--- src/design/eas_pkg.sv ---
// constants and types shared by the entry assembly and switching io logic
package eas_pkg;
  // entry assembly byte positions
  localparam logic [8:0] ASM_FRAG_NUM_IDX = 9'h000;
  localparam logic [8:0] ASM_FRAG_REM_IDX = 9'h001;
  localparam logic [8:0] ASM_FRAG_SIZE_IDX = 9'h002;
  localparam logic [8:0] ASM_FLAGS_IDX = 9'h003;
  localparam logic [8:0] ASM_LEN_LO_IDX = 9'h004;
  localparam logic [8:0] ASM_LEN_HI_IDX = 9'h005;
  localparam logic [8:0] ASM_PAY_FIRST_IDX = 9'h006;
  localparam logic [8:0] ASM_PAY_LAST_IDX = 9'h104;
  localparam logic [8:0] ASM_MAX_LEN = 9'h105;
  localparam logic [8:0] ASM_IDX_SAT = 9'h1ff;
  localparam int ASM_NEW_ENTRY_BIT = 4;
  localparam int ASM_NEW_DATA_BIT = 3;
  // configuration assembly
  localparam logic [1:0] CFG_HS_MODE_OFS = 2'h0;
  localparam logic [1:0] CFG_RES_FRAG_OFS = 2'h1;
  localparam logic [1:0] CFG_ENT_FRAG_OFS = 2'h2;
  localparam logic [1:0] CFG_IDX_OVF = 2'h3;
  localparam logic [7:0] CFG_RST = 8'h00;
  localparam int CFG_ENABLE_BIT = 0;
  // switching io object
  localparam logic [7:0] SWIO_CLASS = 8'h67;
  localparam logic [7:0] SVC_GET_SINGLE = 8'h0e;
  localparam logic [7:0] SVC_SET_SINGLE = 8'h10;
  localparam logic [7:0] SWIO_INST_1 = 8'h01;
  localparam logic [7:0] SWIO_INST_2 = 8'h02;
  localparam logic [7:0] ATTR_STATUS = 8'h05;
  localparam logic [7:0] ATTR_DRIVE = 8'h06;
  localparam logic [7:0] ATTR_EV_RESET = 8'h07;
  localparam logic [7:0] ATTR_CMP_STATE = 8'h08;
  localparam logic [7:0] ATTR_CMP_TOGGLE = 8'h09;
  localparam logic [7:0] ATTR_MAX_VALUE = 8'h01;
  localparam logic [15:0] EV_CNT_RST = 16'h0000;
  // payload buffer
  localparam int PAY_FIFO_WIDTH = 8;
  localparam int PAY_FIFO_DEPTH = 16;

  typedef enum logic [1:0] {
    EAS_ASM_HDR = 2'b00,
    EAS_ASM_PAY = 2'b01,
    EAS_ASM_OVF = 2'b10
  } eas_asm_state_t;
endpackage : eas_pkg

--- src/design/eas_entry_io.sv ---
// entry assembly parser, configuration assembly and switching io object
`timescale 1ns/1ns
module eas_entry_io import eas_pkg::*; (
  input wire logic ref_clk,
  input wire logic rst,
  input wire logic asm_valid,
  input wire logic [7:0] asm_data,
  input wire logic asm_last,
  output logic asm_ready,
  output logic [7:0] frag_num,
  output logic [7:0] frag_rem,
  output logic [7:0] frag_size,
  output logic new_entry,
  output logic new_data,
  output logic [15:0] entry_len,
  output logic asm_len_err,
  output logic pay_valid,
  output logic [7:0] pay_data,
  input wire logic pay_ready,
  input wire logic conn_setup,
  input wire logic cfg_valid,
  input wire logic [7:0] cfg_data,
  input wire logic cfg_last,
  output logic hs_mode,
  output logic res_frag_en,
  output logic ent_frag_en,
  output logic cfg_err,
  input wire logic svc_valid,
  input wire logic [7:0] svc_code,
  input wire logic [7:0] svc_class,
  input wire logic [7:0] svc_inst,
  input wire logic [7:0] svc_attr,
  input wire logic [7:0] svc_wdata,
  output logic rsp_valid,
  output logic [7:0] rsp_data,
  output logic rsp_err,
  input wire logic [1:0] sw_in,
  input wire logic [1:0] evt,
  input wire logic [15:0] cmp_limit,
  input wire logic multi_switch,
  output logic [1:0] sw_out
);
  function automatic logic attr_get_ok(input logic [7:0] code, input logic [7:0] attr);
    attr_get_ok = (code == SVC_GET_SINGLE) &&
      (attr == ATTR_STATUS || attr == ATTR_CMP_STATE || attr == ATTR_CMP_TOGGLE);
  endfunction : attr_get_ok

  function automatic logic attr_set_ok(input logic [7:0] code, input logic [7:0] attr,
                                       input logic [7:0] wdata);
    attr_set_ok = (code == SVC_SET_SINGLE) && (wdata <= ATTR_MAX_VALUE) &&
      (attr == ATTR_DRIVE || attr == ATTR_EV_RESET);
  endfunction : attr_set_ok

  eas_asm_state_t st_ff, nxt_st;
  logic [8:0] idx_ff, nxt_idx;
  logic [7:0] frag_num_ff, nxt_frag_num, frag_rem_ff, nxt_frag_rem, frag_size_ff, nxt_frag_size;
  logic [15:0] entry_len_ff, nxt_entry_len;
  logic new_entry_ff, nxt_new_entry, new_data_ff, nxt_new_data;
  logic tog_prev_ff, nxt_tog_prev, len_err_ff, nxt_len_err;
  logic acc, fifo_in_valid, fifo_in_ready;

  assign asm_ready = fifo_in_ready;
  assign frag_num = frag_num_ff;
  assign frag_rem = frag_rem_ff;
  assign frag_size = frag_size_ff;
  assign entry_len = entry_len_ff;
  assign new_entry = new_entry_ff;
  assign new_data = new_data_ff;
  assign asm_len_err = len_err_ff;

  // header bytes also wait on buffer room, keeps the parser single-ready
  always_comb begin
    acc = asm_valid && fifo_in_ready;
    fifo_in_valid = asm_valid && (st_ff == EAS_ASM_PAY);
    nxt_st = st_ff;
    nxt_idx = idx_ff;
    nxt_frag_num = frag_num_ff;
    nxt_frag_rem = frag_rem_ff;
    nxt_frag_size = frag_size_ff;
    nxt_entry_len = entry_len_ff;
    nxt_new_entry = 1'b0;
    nxt_new_data = new_data_ff;
    nxt_tog_prev = tog_prev_ff;
    nxt_len_err = len_err_ff;
    if (acc) begin
      nxt_idx = (idx_ff == ASM_IDX_SAT) ? idx_ff : idx_ff + 9'h001;
      if (idx_ff == ASM_FRAG_NUM_IDX) begin
        nxt_len_err = 1'b0;
      end
      unique case (st_ff)
        EAS_ASM_HDR: begin
          unique case (idx_ff)
            ASM_FRAG_NUM_IDX: nxt_frag_num = asm_data;
            ASM_FRAG_REM_IDX: nxt_frag_rem = asm_data;
            ASM_FRAG_SIZE_IDX: nxt_frag_size = asm_data;
            ASM_FLAGS_IDX: begin
              // only a change of the entry bit announces a new entry
              nxt_new_entry = asm_data[ASM_NEW_ENTRY_BIT] ^ tog_prev_ff;
              nxt_tog_prev = asm_data[ASM_NEW_ENTRY_BIT];
              nxt_new_data = asm_data[ASM_NEW_DATA_BIT];
            end
            ASM_LEN_LO_IDX: nxt_entry_len = {entry_len_ff[15:8], asm_data};
            ASM_LEN_HI_IDX: begin
              nxt_entry_len = {asm_data, entry_len_ff[7:0]};
              nxt_st = EAS_ASM_PAY;
            end
            default: nxt_st = EAS_ASM_HDR;
          endcase
        end
        EAS_ASM_PAY: begin
          if (idx_ff == ASM_PAY_LAST_IDX) begin
            nxt_st = EAS_ASM_OVF;
          end
        end
        EAS_ASM_OVF: nxt_len_err = 1'b1;
        default: nxt_st = EAS_ASM_HDR;
      endcase
      if (asm_last) begin
        nxt_idx = ASM_FRAG_NUM_IDX;
        nxt_st = EAS_ASM_HDR;
      end
    end
  end

  always_ff @(posedge ref_clk or posedge rst) begin
    if (rst) begin
      st_ff <= EAS_ASM_HDR;
      idx_ff <= ASM_FRAG_NUM_IDX;
      frag_num_ff <= 8'h00;
      frag_rem_ff <= 8'h00;
      frag_size_ff <= 8'h00;
      entry_len_ff <= 16'h0000;
      new_entry_ff <= 1'b0;
      new_data_ff <= 1'b0;
      tog_prev_ff <= 1'b0;
      len_err_ff <= 1'b0;
    end else begin
      st_ff <= nxt_st;
      idx_ff <= nxt_idx;
      frag_num_ff <= nxt_frag_num;
      frag_rem_ff <= nxt_frag_rem;
      frag_size_ff <= nxt_frag_size;
      entry_len_ff <= nxt_entry_len;
      new_entry_ff <= nxt_new_entry;
      new_data_ff <= nxt_new_data;
      tog_prev_ff <= nxt_tog_prev;
      len_err_ff <= nxt_len_err;
    end
  end

  eas_fifo #(.WIDTH(PAY_FIFO_WIDTH), .DEPTH(PAY_FIFO_DEPTH)) u_pay_fifo (
    .ref_clk(ref_clk),
    .rst(rst),
    .in_valid(fifo_in_valid),
    .in_data(asm_data),
    .in_ready(fifo_in_ready),
    .out_valid(pay_valid),
    .out_data(pay_data),
    .out_ready(pay_ready)
  );

  // configuration assembly, committed only when exactly three bytes arrive
  logic [1:0] cfg_idx_ff, nxt_cfg_idx;
  logic [1:0] cfg_shadow_ff, nxt_cfg_shadow;
  logic [2:0] cfg_ff, nxt_cfg;
  logic cfg_err_ff, nxt_cfg_err, cfg_commit;

  assign hs_mode = cfg_ff[CFG_HS_MODE_OFS];
  assign res_frag_en = cfg_ff[CFG_RES_FRAG_OFS];
  assign ent_frag_en = cfg_ff[CFG_ENT_FRAG_OFS];
  assign cfg_err = cfg_err_ff;

  always_comb begin
    nxt_cfg_idx = cfg_idx_ff;
    nxt_cfg_shadow = cfg_shadow_ff;
    nxt_cfg = cfg_ff;
    nxt_cfg_err = cfg_err_ff;
    cfg_commit = cfg_valid && conn_setup && cfg_last && (cfg_idx_ff == CFG_ENT_FRAG_OFS);
    if (cfg_valid && !conn_setup) begin
      nxt_cfg_err = 1'b1;
    end else if (cfg_valid) begin
      if (cfg_idx_ff == CFG_HS_MODE_OFS) begin
        nxt_cfg_err = 1'b0;
      end
      if (cfg_idx_ff != CFG_IDX_OVF) begin
        nxt_cfg_idx = cfg_idx_ff + 2'h1;
      end
      if (cfg_idx_ff == CFG_HS_MODE_OFS || cfg_idx_ff == CFG_RES_FRAG_OFS) begin
        nxt_cfg_shadow[cfg_idx_ff[0]] = cfg_data[CFG_ENABLE_BIT];
      end
      if (cfg_last) begin
        nxt_cfg_idx = CFG_HS_MODE_OFS;
        if (cfg_commit) begin
          // reserved bits are dropped, only bit 0 of each byte is kept
          nxt_cfg = {cfg_data[CFG_ENABLE_BIT], cfg_shadow_ff};
        end else begin
          nxt_cfg_err = 1'b1;
        end
      end
    end
  end

  always_ff @(posedge ref_clk or posedge rst) begin
    if (rst) begin
      cfg_idx_ff <= CFG_HS_MODE_OFS;
      cfg_shadow_ff <= 2'h0;
      cfg_ff <= {CFG_RST[CFG_ENABLE_BIT], CFG_RST[CFG_ENABLE_BIT], CFG_RST[CFG_ENABLE_BIT]};
      cfg_err_ff <= 1'b0;
    end else begin
      cfg_idx_ff <= nxt_cfg_idx;
      cfg_shadow_ff <= nxt_cfg_shadow;
      cfg_ff <= nxt_cfg;
      cfg_err_ff <= nxt_cfg_err;
    end
  end

  // switching io object, two channels
  logic [1:0] sw_state_ff, sw_out_ff, nxt_sw_out, evrst_ff, nxt_evrst, cmp_ff, nxt_cmp, tog_ff, nxt_tog;
  logic [1:0][15:0] ev_cnt_ff, nxt_ev_cnt;
  logic rsp_valid_ff, rsp_err_ff, nxt_rsp_err, svc_ok, svc_ch;
  logic [7:0] rsp_data_ff, nxt_rsp_data;
  logic [1:0] clr;
  logic [15:0] cnt_base, cnt_inc;

  assign sw_out = sw_out_ff;
  assign rsp_valid = rsp_valid_ff;
  assign rsp_data = rsp_data_ff;
  assign rsp_err = rsp_err_ff;

  always_comb begin
    svc_ch = (svc_inst == SWIO_INST_2);
    svc_ok = svc_valid && (svc_class == SWIO_CLASS) &&
      (svc_inst == SWIO_INST_1 || svc_inst == SWIO_INST_2) &&
      (attr_get_ok(svc_code, svc_attr) || attr_set_ok(svc_code, svc_attr, svc_wdata));
    nxt_rsp_err = svc_valid && !svc_ok;
    nxt_rsp_data = 8'h00;
    if (svc_ok && svc_code == SVC_GET_SINGLE) begin
      unique case (svc_attr)
        ATTR_STATUS: nxt_rsp_data = {7'h00, sw_state_ff[svc_ch]};
        ATTR_CMP_STATE: nxt_rsp_data = {7'h00, cmp_ff[svc_ch]};
        default: nxt_rsp_data = {7'h00, tog_ff[svc_ch]};
      endcase
    end
    nxt_sw_out = sw_out_ff;
    nxt_evrst = evrst_ff;
    clr = 2'b00;
    if (svc_ok && svc_code == SVC_SET_SINGLE) begin
      if (svc_attr == ATTR_DRIVE) begin
        nxt_sw_out[svc_ch] = svc_wdata[0];
      end else begin
        nxt_evrst[svc_ch] = svc_wdata[0];
        clr[svc_ch] = svc_wdata[0] && !evrst_ff[svc_ch];
      end
    end
    nxt_ev_cnt = ev_cnt_ff;
    nxt_cmp = cmp_ff;
    nxt_tog = tog_ff;
    cnt_base = EV_CNT_RST;
    cnt_inc = EV_CNT_RST;
    for (int i = 0; i < 2; i++) begin
      // an event in the clearing cycle still counts
      cnt_base = clr[i] ? EV_CNT_RST : ev_cnt_ff[i];
      nxt_ev_cnt[i] = cnt_base;
      nxt_cmp[i] = cmp_ff[i] && !clr[i];
      nxt_tog[i] = tog_ff[i] && !clr[i];
      cnt_inc = cnt_base + 16'h0001;
      if (evt[i] && cnt_inc != EV_CNT_RST) begin
        nxt_ev_cnt[i] = cnt_inc;
        if (cnt_inc > cmp_limit) begin
          nxt_cmp[i] = 1'b1;
          if (multi_switch) begin
            nxt_tog[i] = !nxt_tog[i];
            nxt_ev_cnt[i] = EV_CNT_RST;
          end
        end
      end
    end
  end

  always_ff @(posedge ref_clk or posedge rst) begin
    if (rst) begin
      sw_state_ff <= 2'b00;
      sw_out_ff <= 2'b00;
      evrst_ff <= 2'b00;
      cmp_ff <= 2'b00;
      tog_ff <= 2'b00;
      ev_cnt_ff <= '0;
      rsp_valid_ff <= 1'b0;
      rsp_err_ff <= 1'b0;
      rsp_data_ff <= 8'h00;
    end else begin
      sw_state_ff <= sw_in;
      sw_out_ff <= nxt_sw_out;
      evrst_ff <= nxt_evrst;
      cmp_ff <= nxt_cmp;
      tog_ff <= nxt_tog;
      ev_cnt_ff <= nxt_ev_cnt;
      rsp_valid_ff <= svc_valid;
      rsp_err_ff <= nxt_rsp_err;
      rsp_data_ff <= nxt_rsp_data;
    end
  end
endmodule : eas_entry_io

--- src/design/eas_fifo.sv ---
// payload buffer with valid and ready on both sides
`timescale 1ns/1ns
module eas_fifo import eas_pkg::*; #(
  parameter int WIDTH = PAY_FIFO_WIDTH,
  parameter int DEPTH = PAY_FIFO_DEPTH
) (
  input wire logic ref_clk,
  input wire logic rst,
  input wire logic in_valid,
  input wire logic [WIDTH-1:0] in_data,
  output logic in_ready,
  output logic out_valid,
  output logic [WIDTH-1:0] out_data,
  input wire logic out_ready
);
  localparam int AW = $clog2(DEPTH);
  logic [WIDTH-1:0] mem_ff [DEPTH];
  logic [AW-1:0] wr_ptr_ff, nxt_wr_ptr;
  logic [AW-1:0] rd_ptr_ff, nxt_rd_ptr;
  logic [AW:0] cnt_ff, nxt_cnt;
  logic push, pop;
  // ready and valid held in flops so the top outputs carry no decode
  logic in_ready_ff, nxt_in_ready, out_valid_ff, nxt_out_valid;

  assign in_ready = in_ready_ff;
  assign out_valid = out_valid_ff;
  assign out_data = mem_ff[rd_ptr_ff];

  always_comb begin
    push = in_valid && in_ready;
    pop = out_valid && out_ready;
    nxt_wr_ptr = push ? wr_ptr_ff + 1'b1 : wr_ptr_ff;
    nxt_rd_ptr = pop ? rd_ptr_ff + 1'b1 : rd_ptr_ff;
    nxt_cnt = cnt_ff + {{AW{1'b0}}, push} - {{AW{1'b0}}, pop};
    nxt_in_ready = (nxt_cnt != DEPTH[AW:0]);
    nxt_out_valid = (nxt_cnt != '0);
  end

  always_ff @(posedge ref_clk or posedge rst) begin
    if (rst) begin
      wr_ptr_ff <= '0;
      rd_ptr_ff <= '0;
      cnt_ff <= '0;
      in_ready_ff <= 1'b1;
      out_valid_ff <= 1'b0;
    end else begin
      wr_ptr_ff <= nxt_wr_ptr;
      rd_ptr_ff <= nxt_rd_ptr;
      cnt_ff <= nxt_cnt;
      in_ready_ff <= nxt_in_ready;
      out_valid_ff <= nxt_out_valid;
    end
  end

  // storage has no reset, contents are only read behind valid
  always_ff @(posedge ref_clk) begin
    if (push) begin
      mem_ff[wr_ptr_ff] <= in_data;
    end
  end
endmodule : eas_fifo

--- config.mk ---
export PLATFORM = sky130hd
export DESIGN_NAME = eas_entry_io
export DESIGN_NICKNAME = d
export VERILOG_FILES = /design/src/design/eas_pkg.sv /design/src/design/eas_entry_io.sv /design/src/design/eas_fifo.sv
export SDC_FILE = /design/constraint.sdc
export NUM_CORES = 1
export LEC_CHECK = 0
export ABC_AREA = 1
export BUFFER_PORTS_ARGS = -buffer_cell sky130_fd_sc_hd__clkbuf_2
export CAP_MARGIN = 40
export CORE_UTILIZATION = 30
export CTS_CLUSTER_SIZE = 40
export DETAILED_ROUTE_END_ITERATION = 16
export PLACE_DENSITY = 0.49
export REMOVE_ABC_BUFFERS = 1
export SLEW_MARGIN = 20
export SYNTH_ARGS = -nofsm -noshare
export SYNTH_HDL_FRONTEND = slang
export SYNTH_SLANG_ARGS = --single-unit
--- constraint.sdc ---
create_clock -name ref_clk -period 5.83 [get_ports ref_clk]
set_input_delay 1.166 -clock ref_clk [delete_from_list [all_inputs] [get_ports ref_clk]]
set_output_delay 1.166 -clock ref_clk [all_outputs]
set_load 0.03 [all_outputs]
==> results of run 1 <==
## registers in the layout (all words and copies together), names as in the netlist, 2 cells and up
| signal | cells |
|---|---|
| u_pay_fifo.mem_ff | 128 |
| ev_cnt_ff | 32 |
| entry_len | 16 |
| idx_ff | 9 |
| frag_num | 8 |
| frag_rem | 8 |
| frag_size | 8 |
| u_pay_fifo.cnt_ff | 5 |
| u_pay_fifo.rd_ptr_ff | 4 |
| u_pay_fifo.wr_ptr_ff | 4 |
| cfg_ff | 3 |
| cfg_idx_ff | 2 |
| cfg_shadow_ff | 2 |
| cmp_ff | 2 |
| evrst_ff | 2 |
| st_ff | 2 |
| sw_out | 2 |
| sw_state_ff | 2 |
| tog_ff | 2 |
## layer usage
metal  wire (um)  GRT usage, %  vias up
met5           0             0        -
met4         556          3.82        0
met3        1560          2.20       41
met2       15500          24.9      213
met1       15900          21.0     4817
li1            -             -     5188
## cell families after synthesis
family	share of synthesized area (%)
compound gates	8.60
xor+xnor	1.14
fa+ha+maj	5.23
buf+inv	7.24
flops	53.0
mux	1.86
other cells	0.0287
simple gates	22.9
## final cells by class
type | instances | area, sq um
inverters | 183 | 692
flip-flops and latches | 251 | 6920
repair buffers | 167 | 945
diodes | 1 | 2.50
well taps | 585 | 732
clock inverters | 22 | 267
fillers | 4447 | 27400
clock buffers | 34 | 766
multi-input cells | 974 | 5220
## synth_stat cells (6+ instances only)
library cell  number
nand2_1          303
nor2_1           204
inv_1            181
edfxtp_1         128
dfrtp_1          122
nand3_1          101
o21ai_0           95
ha_1              53
a21oi_1           27
clkbuf_1          27
nand4_1           26
o221ai_1          24
mux2i_1           22
nor3_1            18
xor2_1            13
o32ai_1           12
o211ai_1          10
buf_4              9
nor4_1             6
## per-stage QoR
step	hold slack [ns]	cells	area [sq um]	power, mW	worst slack (ns)
floorplan	0.450	1408	12800	4.19	0.891
global placement	0.470	2149	14400	4.98	0.296
detailed placement	0.476	2156	14500	5.03	0.501
CTS	0.491	2212	15500	7.01	1.09
global route	0.507	2216	15500	7.43	0.523
finish	0.487	2217	15600	6.94	1.07
## how the worst min path moves through the flow
| stage | startpoint | to | slack (ns) |
|---|---|---|---|
| 2_1_floorplan | cmp_ff[0]$_DFF_PP0_ | cmp_ff[0]$_DFF_PP0_ | 0.45 |
| 3_3_place_gp | frag_num[4]$_DFFE_PP0P_ | frag_num[4]$_DFFE_PP0P_ | 0.47 |
| 3_5_place_dp | entry_len[15]$_DFFE_PP0P_ | entry_len[15]$_DFFE_PP0P_ | 0.48 |
| 4_1_cts | entry_len[8]$_DFFE_PP0P_ | entry_len[8]$_DFFE_PP0P_ | 0.49 |
| 5_1_grt | frag_rem[5]$_DFFE_PP0P_ | frag_rem[5]$_DFFE_PP0P_ | 0.51 |
| 6_report | entry_len[11]$_DFFE_PP0P_ | entry_len[11]$_DFFE_PP0P_ | 0.49 |
## where the power goes
| part | internal (mW) | total [mW] | leakage, nW | switching (mW) |
|---|---|---|---|---|
| sequential | 2.16 | 2.38 | 2.72 | 0.226 |
| clock | 1.17 | 1.95 | 0.498 | 0.779 |
| combinational | 0.843 | 2.60 | 4.01 | 1.76 |
## critical path, delay by kind of cell
| kind | cells | cell delay (ns) |
|---|---|---|
| fa+ha+maj | 2 | 0.50 |
| buf+inv | 8 | 0.98 |
| compound gates | 1 | 0.08 |
| simple gates | 20 | 2.46 |
==> impl_metrics.yaml, run 1 <==
outcome:
  outcome: "finished, final reports clean"
layout:
  final_common_cell: "nand2_1"
  mostFrequentLayoutCells: "nand2_1, nor2_1, inv_1"
  area.growth.synth_to_final_pct: 19.0
  nets: 1747
  final_core_util_pct: 36.2
  final_layout_size_suffix_gt1_share_pct: 15.3
critical_path:
  crit_slowest_cell: "nor2_1"
  rr_startpoint: "evrst_ff[1]$_DFFE_PP0P_"
  crit_path_start_kind: "input port"
  crit_start: "svc_inst[7]"
  cp-end-kind: "flop"
  rr_worst_depth: 26
  arrival_ns: 5.21
  r2r-end: "ev_cnt_ff[4]$_DFF_PP0_"
  critPathCapture: "ev_cnt_ff[4]$_DFF_PP0_"
  cp_slowest_stage_delay_ns: 0.39
  crit_type: "in2reg"
  cp_max_fo: 16
  required_ns: 6.27
  critPathMostFrequentCell: "nand2_1"
  reg2reg_setup_slack_ns: 1.85
clock_network:
  clk_path_buf_depth: 3
  cts_tree: "done"
  numCtsBuffers: 30
  cts_root_buffer: "clkbuf_16"
  cts.repair.resized: 0
  cts_sinks: 251
  cts_hold_buf: 0
  post_cts_buffers: 0
  cts_htree_levels: 1
  clk_pin_slew_ns: 0.06
  clk-insertion-delay-late_ns: 0.57
grt:
  grt_max_degree: 67
  grt_overflow: 0
  antenna_found_initial: 0
  grt_pass1_vias: 9862
  track_usage_pct: 15.2
  grt_pass1_wl_mm: 53.6
synth:
  netlist_instances: 1451
  synthDistinctLibCells: 57
  yosysTopAreaCell: "edfxtp_1"
  synth-edff-count: 128
  synth_area_sq_um: 13100
  ys_seq_elements: 251
  async_reset_ff_share_pct: 49.0
  ys_top_cells_by_area: "edfxtp_1, dfrtp_1, nand2_1, nor2_1, inv_1"
  netlist.area_leader.share_pct: 29.4
  ys_seq_area_share_pct: 53.0
  synth_ff_type: "edfxtp_1"
  syn-mean-instance-area_sq_um: 9.01
  yosysWarnings: 0
power_and_ir_drop:
  leakage_nw: 7.23
  ir_drop_mv: 0.250
  power_density_nw_per_um2: 446
drt:
  viasPerCell: 4.63
  drt_first_iter_violations: 417
  wirelength_mm: 33.6
  first_pass_iters: 5
  drc: 0
  post_drt_wl_per_cell_um: 15.1
  detail-route-antenna-nets: 0
  via_count: 10259
hold_path:
  holdPathStages: 2
  hp-class: "reg2reg"
placed_design:
  port_buffers: 140
  hpwl_mm: 23.4
  place_congestion: 0.818
floorplanning:
  start_util_pct: 30.4
  die_w_um: 211
  core_area_sq_um: 43000
  ios: 155
  die_h_um: 211
  rows: 76
  dieArea_sq_um: 44400
sta:
  relSlewSlack_pct: 48.0
  skew_ns: 0.0166
  fmax_ghz: 0.210
  finalCritPeriodShare_pct: 81.7
  rsz0062_at_grt: "no"
  worst_pin_slew_ns: 0.777
  hold_viol_final: 0
  setup_viol: 0
  finalMaxSlewViolations: 0
  tns_ns: 0
  layout_min_cycle_time_ns: 4.76
run:
  drv_cap: 0
Power figures use the tool's default switching activity.
==> run 2, diff against run 1 <==
Settings changed: PLACE_DENSITY 0.49 to 0.5.
Clock period 5.83 ns to 3.98 ns, I/O delays scaled along.
==> run 2 against run 1 <==
  * Clock skew is 0.0073 ns lower
  * Largest cell class unchanged
  * Die area stayed put
  * Critical path depth is 3 lower
  * First-iteration DRC count is 41% higher
  * Power is 50% higher
  * Count of clock-buffer cells in the layout is 10 higher
  * Sequential power is 50% higher
  * Clock power is 42% higher
  * Non-clock buffer count is 119 higher
==> impl_metrics.yaml, run 2 (synthesis gave the netlist of run 1 again) <==
clock_network:
  cts_tree: "done"
  cts_sinks: 251
  clk_path_buf_depth: 3
  clk_pin_slew_ns: 0.06
  cts_htree_levels: 1
  clk-insertion-delay-late_ns: 0.58
  cts_hold_buf: 0
  cts_root_buffer: "clkbuf_16"
  numCtsBuffers: 31
power_and_ir_drop:
  leakage_nw: 7.79
  ir_drop_mv: 0.375
  design_power_total_mw: 10.4
  power_density_nw_per_um2: 625
layout:
  diodes: 0
  area.growth.synth_to_final_pct: 27.1
  final_layout_size_suffix_gt1_share_pct: 22.4
  largest_reg_flops: 128
  mostFrequentLayoutCells: "nand2_1, nor2_1, inv_1"
  nets: 1867
  final_core_util_pct: 38.6
  final_area_sq_um: 16600
  final_common_cell: "nand2_1"
  regMostFlops: "u_pay_fifo.mem_ff"
sta:
  hold_viol_final: 0
  finalCritPeriodShare_pct: 94.5
  rsz0062_at_grt: "yes"
  skew_ns: 0.00922
  layout_min_cycle_time_ns: 3.76
  setup_viol: 0
  finalMaxSlewViolations: 0
  worst_pin_slew_ns: 0.775
  fmax_ghz: 0.266
  relSlewSlack_pct: 48.1
  hold_ws_ns: 0.181
critical_path:
  required_ns: 4.45
  cp-end-kind: "flop"
  critPathMostFrequentCell: "nand2_1"
  crit_slowest_cell: "ha_1"
  crit_buf_inv: 4
  arrival_ns: 4.23
  cpLargestDelayFamily: "simple AND/OR/NAND/NOR gates"
  cp_max_fo: 8
  crit_path_start_kind: "input port"
  crit_type: "in2reg"
  cp_slowest_stage_delay_ns: 0.27
drt:
  post_drt_wl_per_cell_um: 14.6
  drc: 0
  wirelength_mm: 34.2
  via_count: 10760
  detail-route-antenna-nets: 0
  drt_first_iter_violations: 589
  first_pass_iters: 5
  viasPerCell: 4.60
floorplanning:
  core_area_sq_um: 43000
  die_w_um: 211
  rows: 76
  start_util_pct: 30.4
  die_h_um: 211
  dieArea_sq_um: 44400
  ios: 155
run:
  drv_cap: 0
placed_design:
  dpl_cell_area_sq_um: 15300
  place_congestion: 0.824
  hpwl_mm: 24.2
  port_buffers: 140
grt:
  track_usage_pct: 15.4
  grt_overflow: 0
  grt_pass1_wl_mm: 54.6
  grt_pass1_vias: 10215
  grt_max_degree: 72
  antenna_found_initial: 0
hold_path:
  hp-class: "in2async"
outcome:
  outcome: "finished, final reports clean"
run 2: changes by cell type in the layout (fill, tap and decap cells not counted), sizes merged:
cell and change:
bufinv -3, buf +118, clkbuf +11, clkinv -6
diode -1, inv +1
run 2: final timing paths:
check / from / endpoint / depth (start not counted) / slack, ns
max: svc_code[7] / ev_cnt_ff[12]$_DFF_PP0_ / 28 / 0.22
min: rst / ev_cnt_ff[26]$_DFF_PP0_ / 2 / 0.18
max reg2reg: evrst_ff[1]$_DFFE_PP0P_ / ev_cnt_ff[12]$_DFF_PP0_ / 26 / 0.57
min reg2reg: frag_rem[6]$_DFFE_PP0P_ / frag_rem[6]$_DFFE_PP0P_ / 2 / 0.49
max in group asynchronous: rst / u_pay_fifo.in_ready$_DFF_PP1_ / 3 / 3.11
min in group ref_clk: sw_in[1] / sw_state_ff[1]$_DFF_PP0_ / 1 / 0.32
run 2: report_power, final:
| group | leakage (nW) | total (mW) | internal, mW | switching, mW |
|---|---|---|---|---|
| clock network | 0.477 | 2.77 | 1.63 | 1.14 |
| logic | 4.59 | 4.05 | 1.47 | 2.58 |
| registers | 2.72 | 3.56 | 3.16 | 0.392 |
run 2: repair_timing:
item | CTS | global route
endpoints found under the setup margin | 0 | 36
buffers inserted | 0 | 6
resized for setup | 0 | 39
run 2: per-stage QoR:
| stage | setup slack [ns] | TNS (ns) | cells |
|---|---|---|---|
| after floorplan | -0.589 | -27.96 | 1408 |
| after global placement | -0.474 | -15.51 | 2262 |
| after detailed placement | -0.551 | -17.10 | 2265 |
| after CTS | 0.0595 | 0 | 2323 |
| after global routing | -0.0647 | -0.846 | 2337 |
| final | 0.217 | 0 | 2337 |
run 2: layer usage:
layer,track usage [%],part of all wire (%),wire [um]
met1,20.7,45,15500
met2,25.5,48,16300
met3,2.71,4.2,1420
met4,4.50,2.7,927
met5,0,0,0
run 2: area by class of cell:
type                            count  area (sq um)
Multi-Input combinational cell    974          5360
Fill cell                        4412         26400
Tap cell                          585           732
Sequential cell                   251          6930
Timing Repair Buffer              286          1900
Clock inverter                     14           151
Clock buffer                       44           855
Inverter                          183           692
run 2: worst reg2reg max path: cells and delay by family, from the launching register on:
kind	cells	cell delay [ns]
compound gates	1	0.07
fa+ha+maj	2	0.48
buf+inv	4	0.43
flops	1	0.40
simple gates	19	1.94
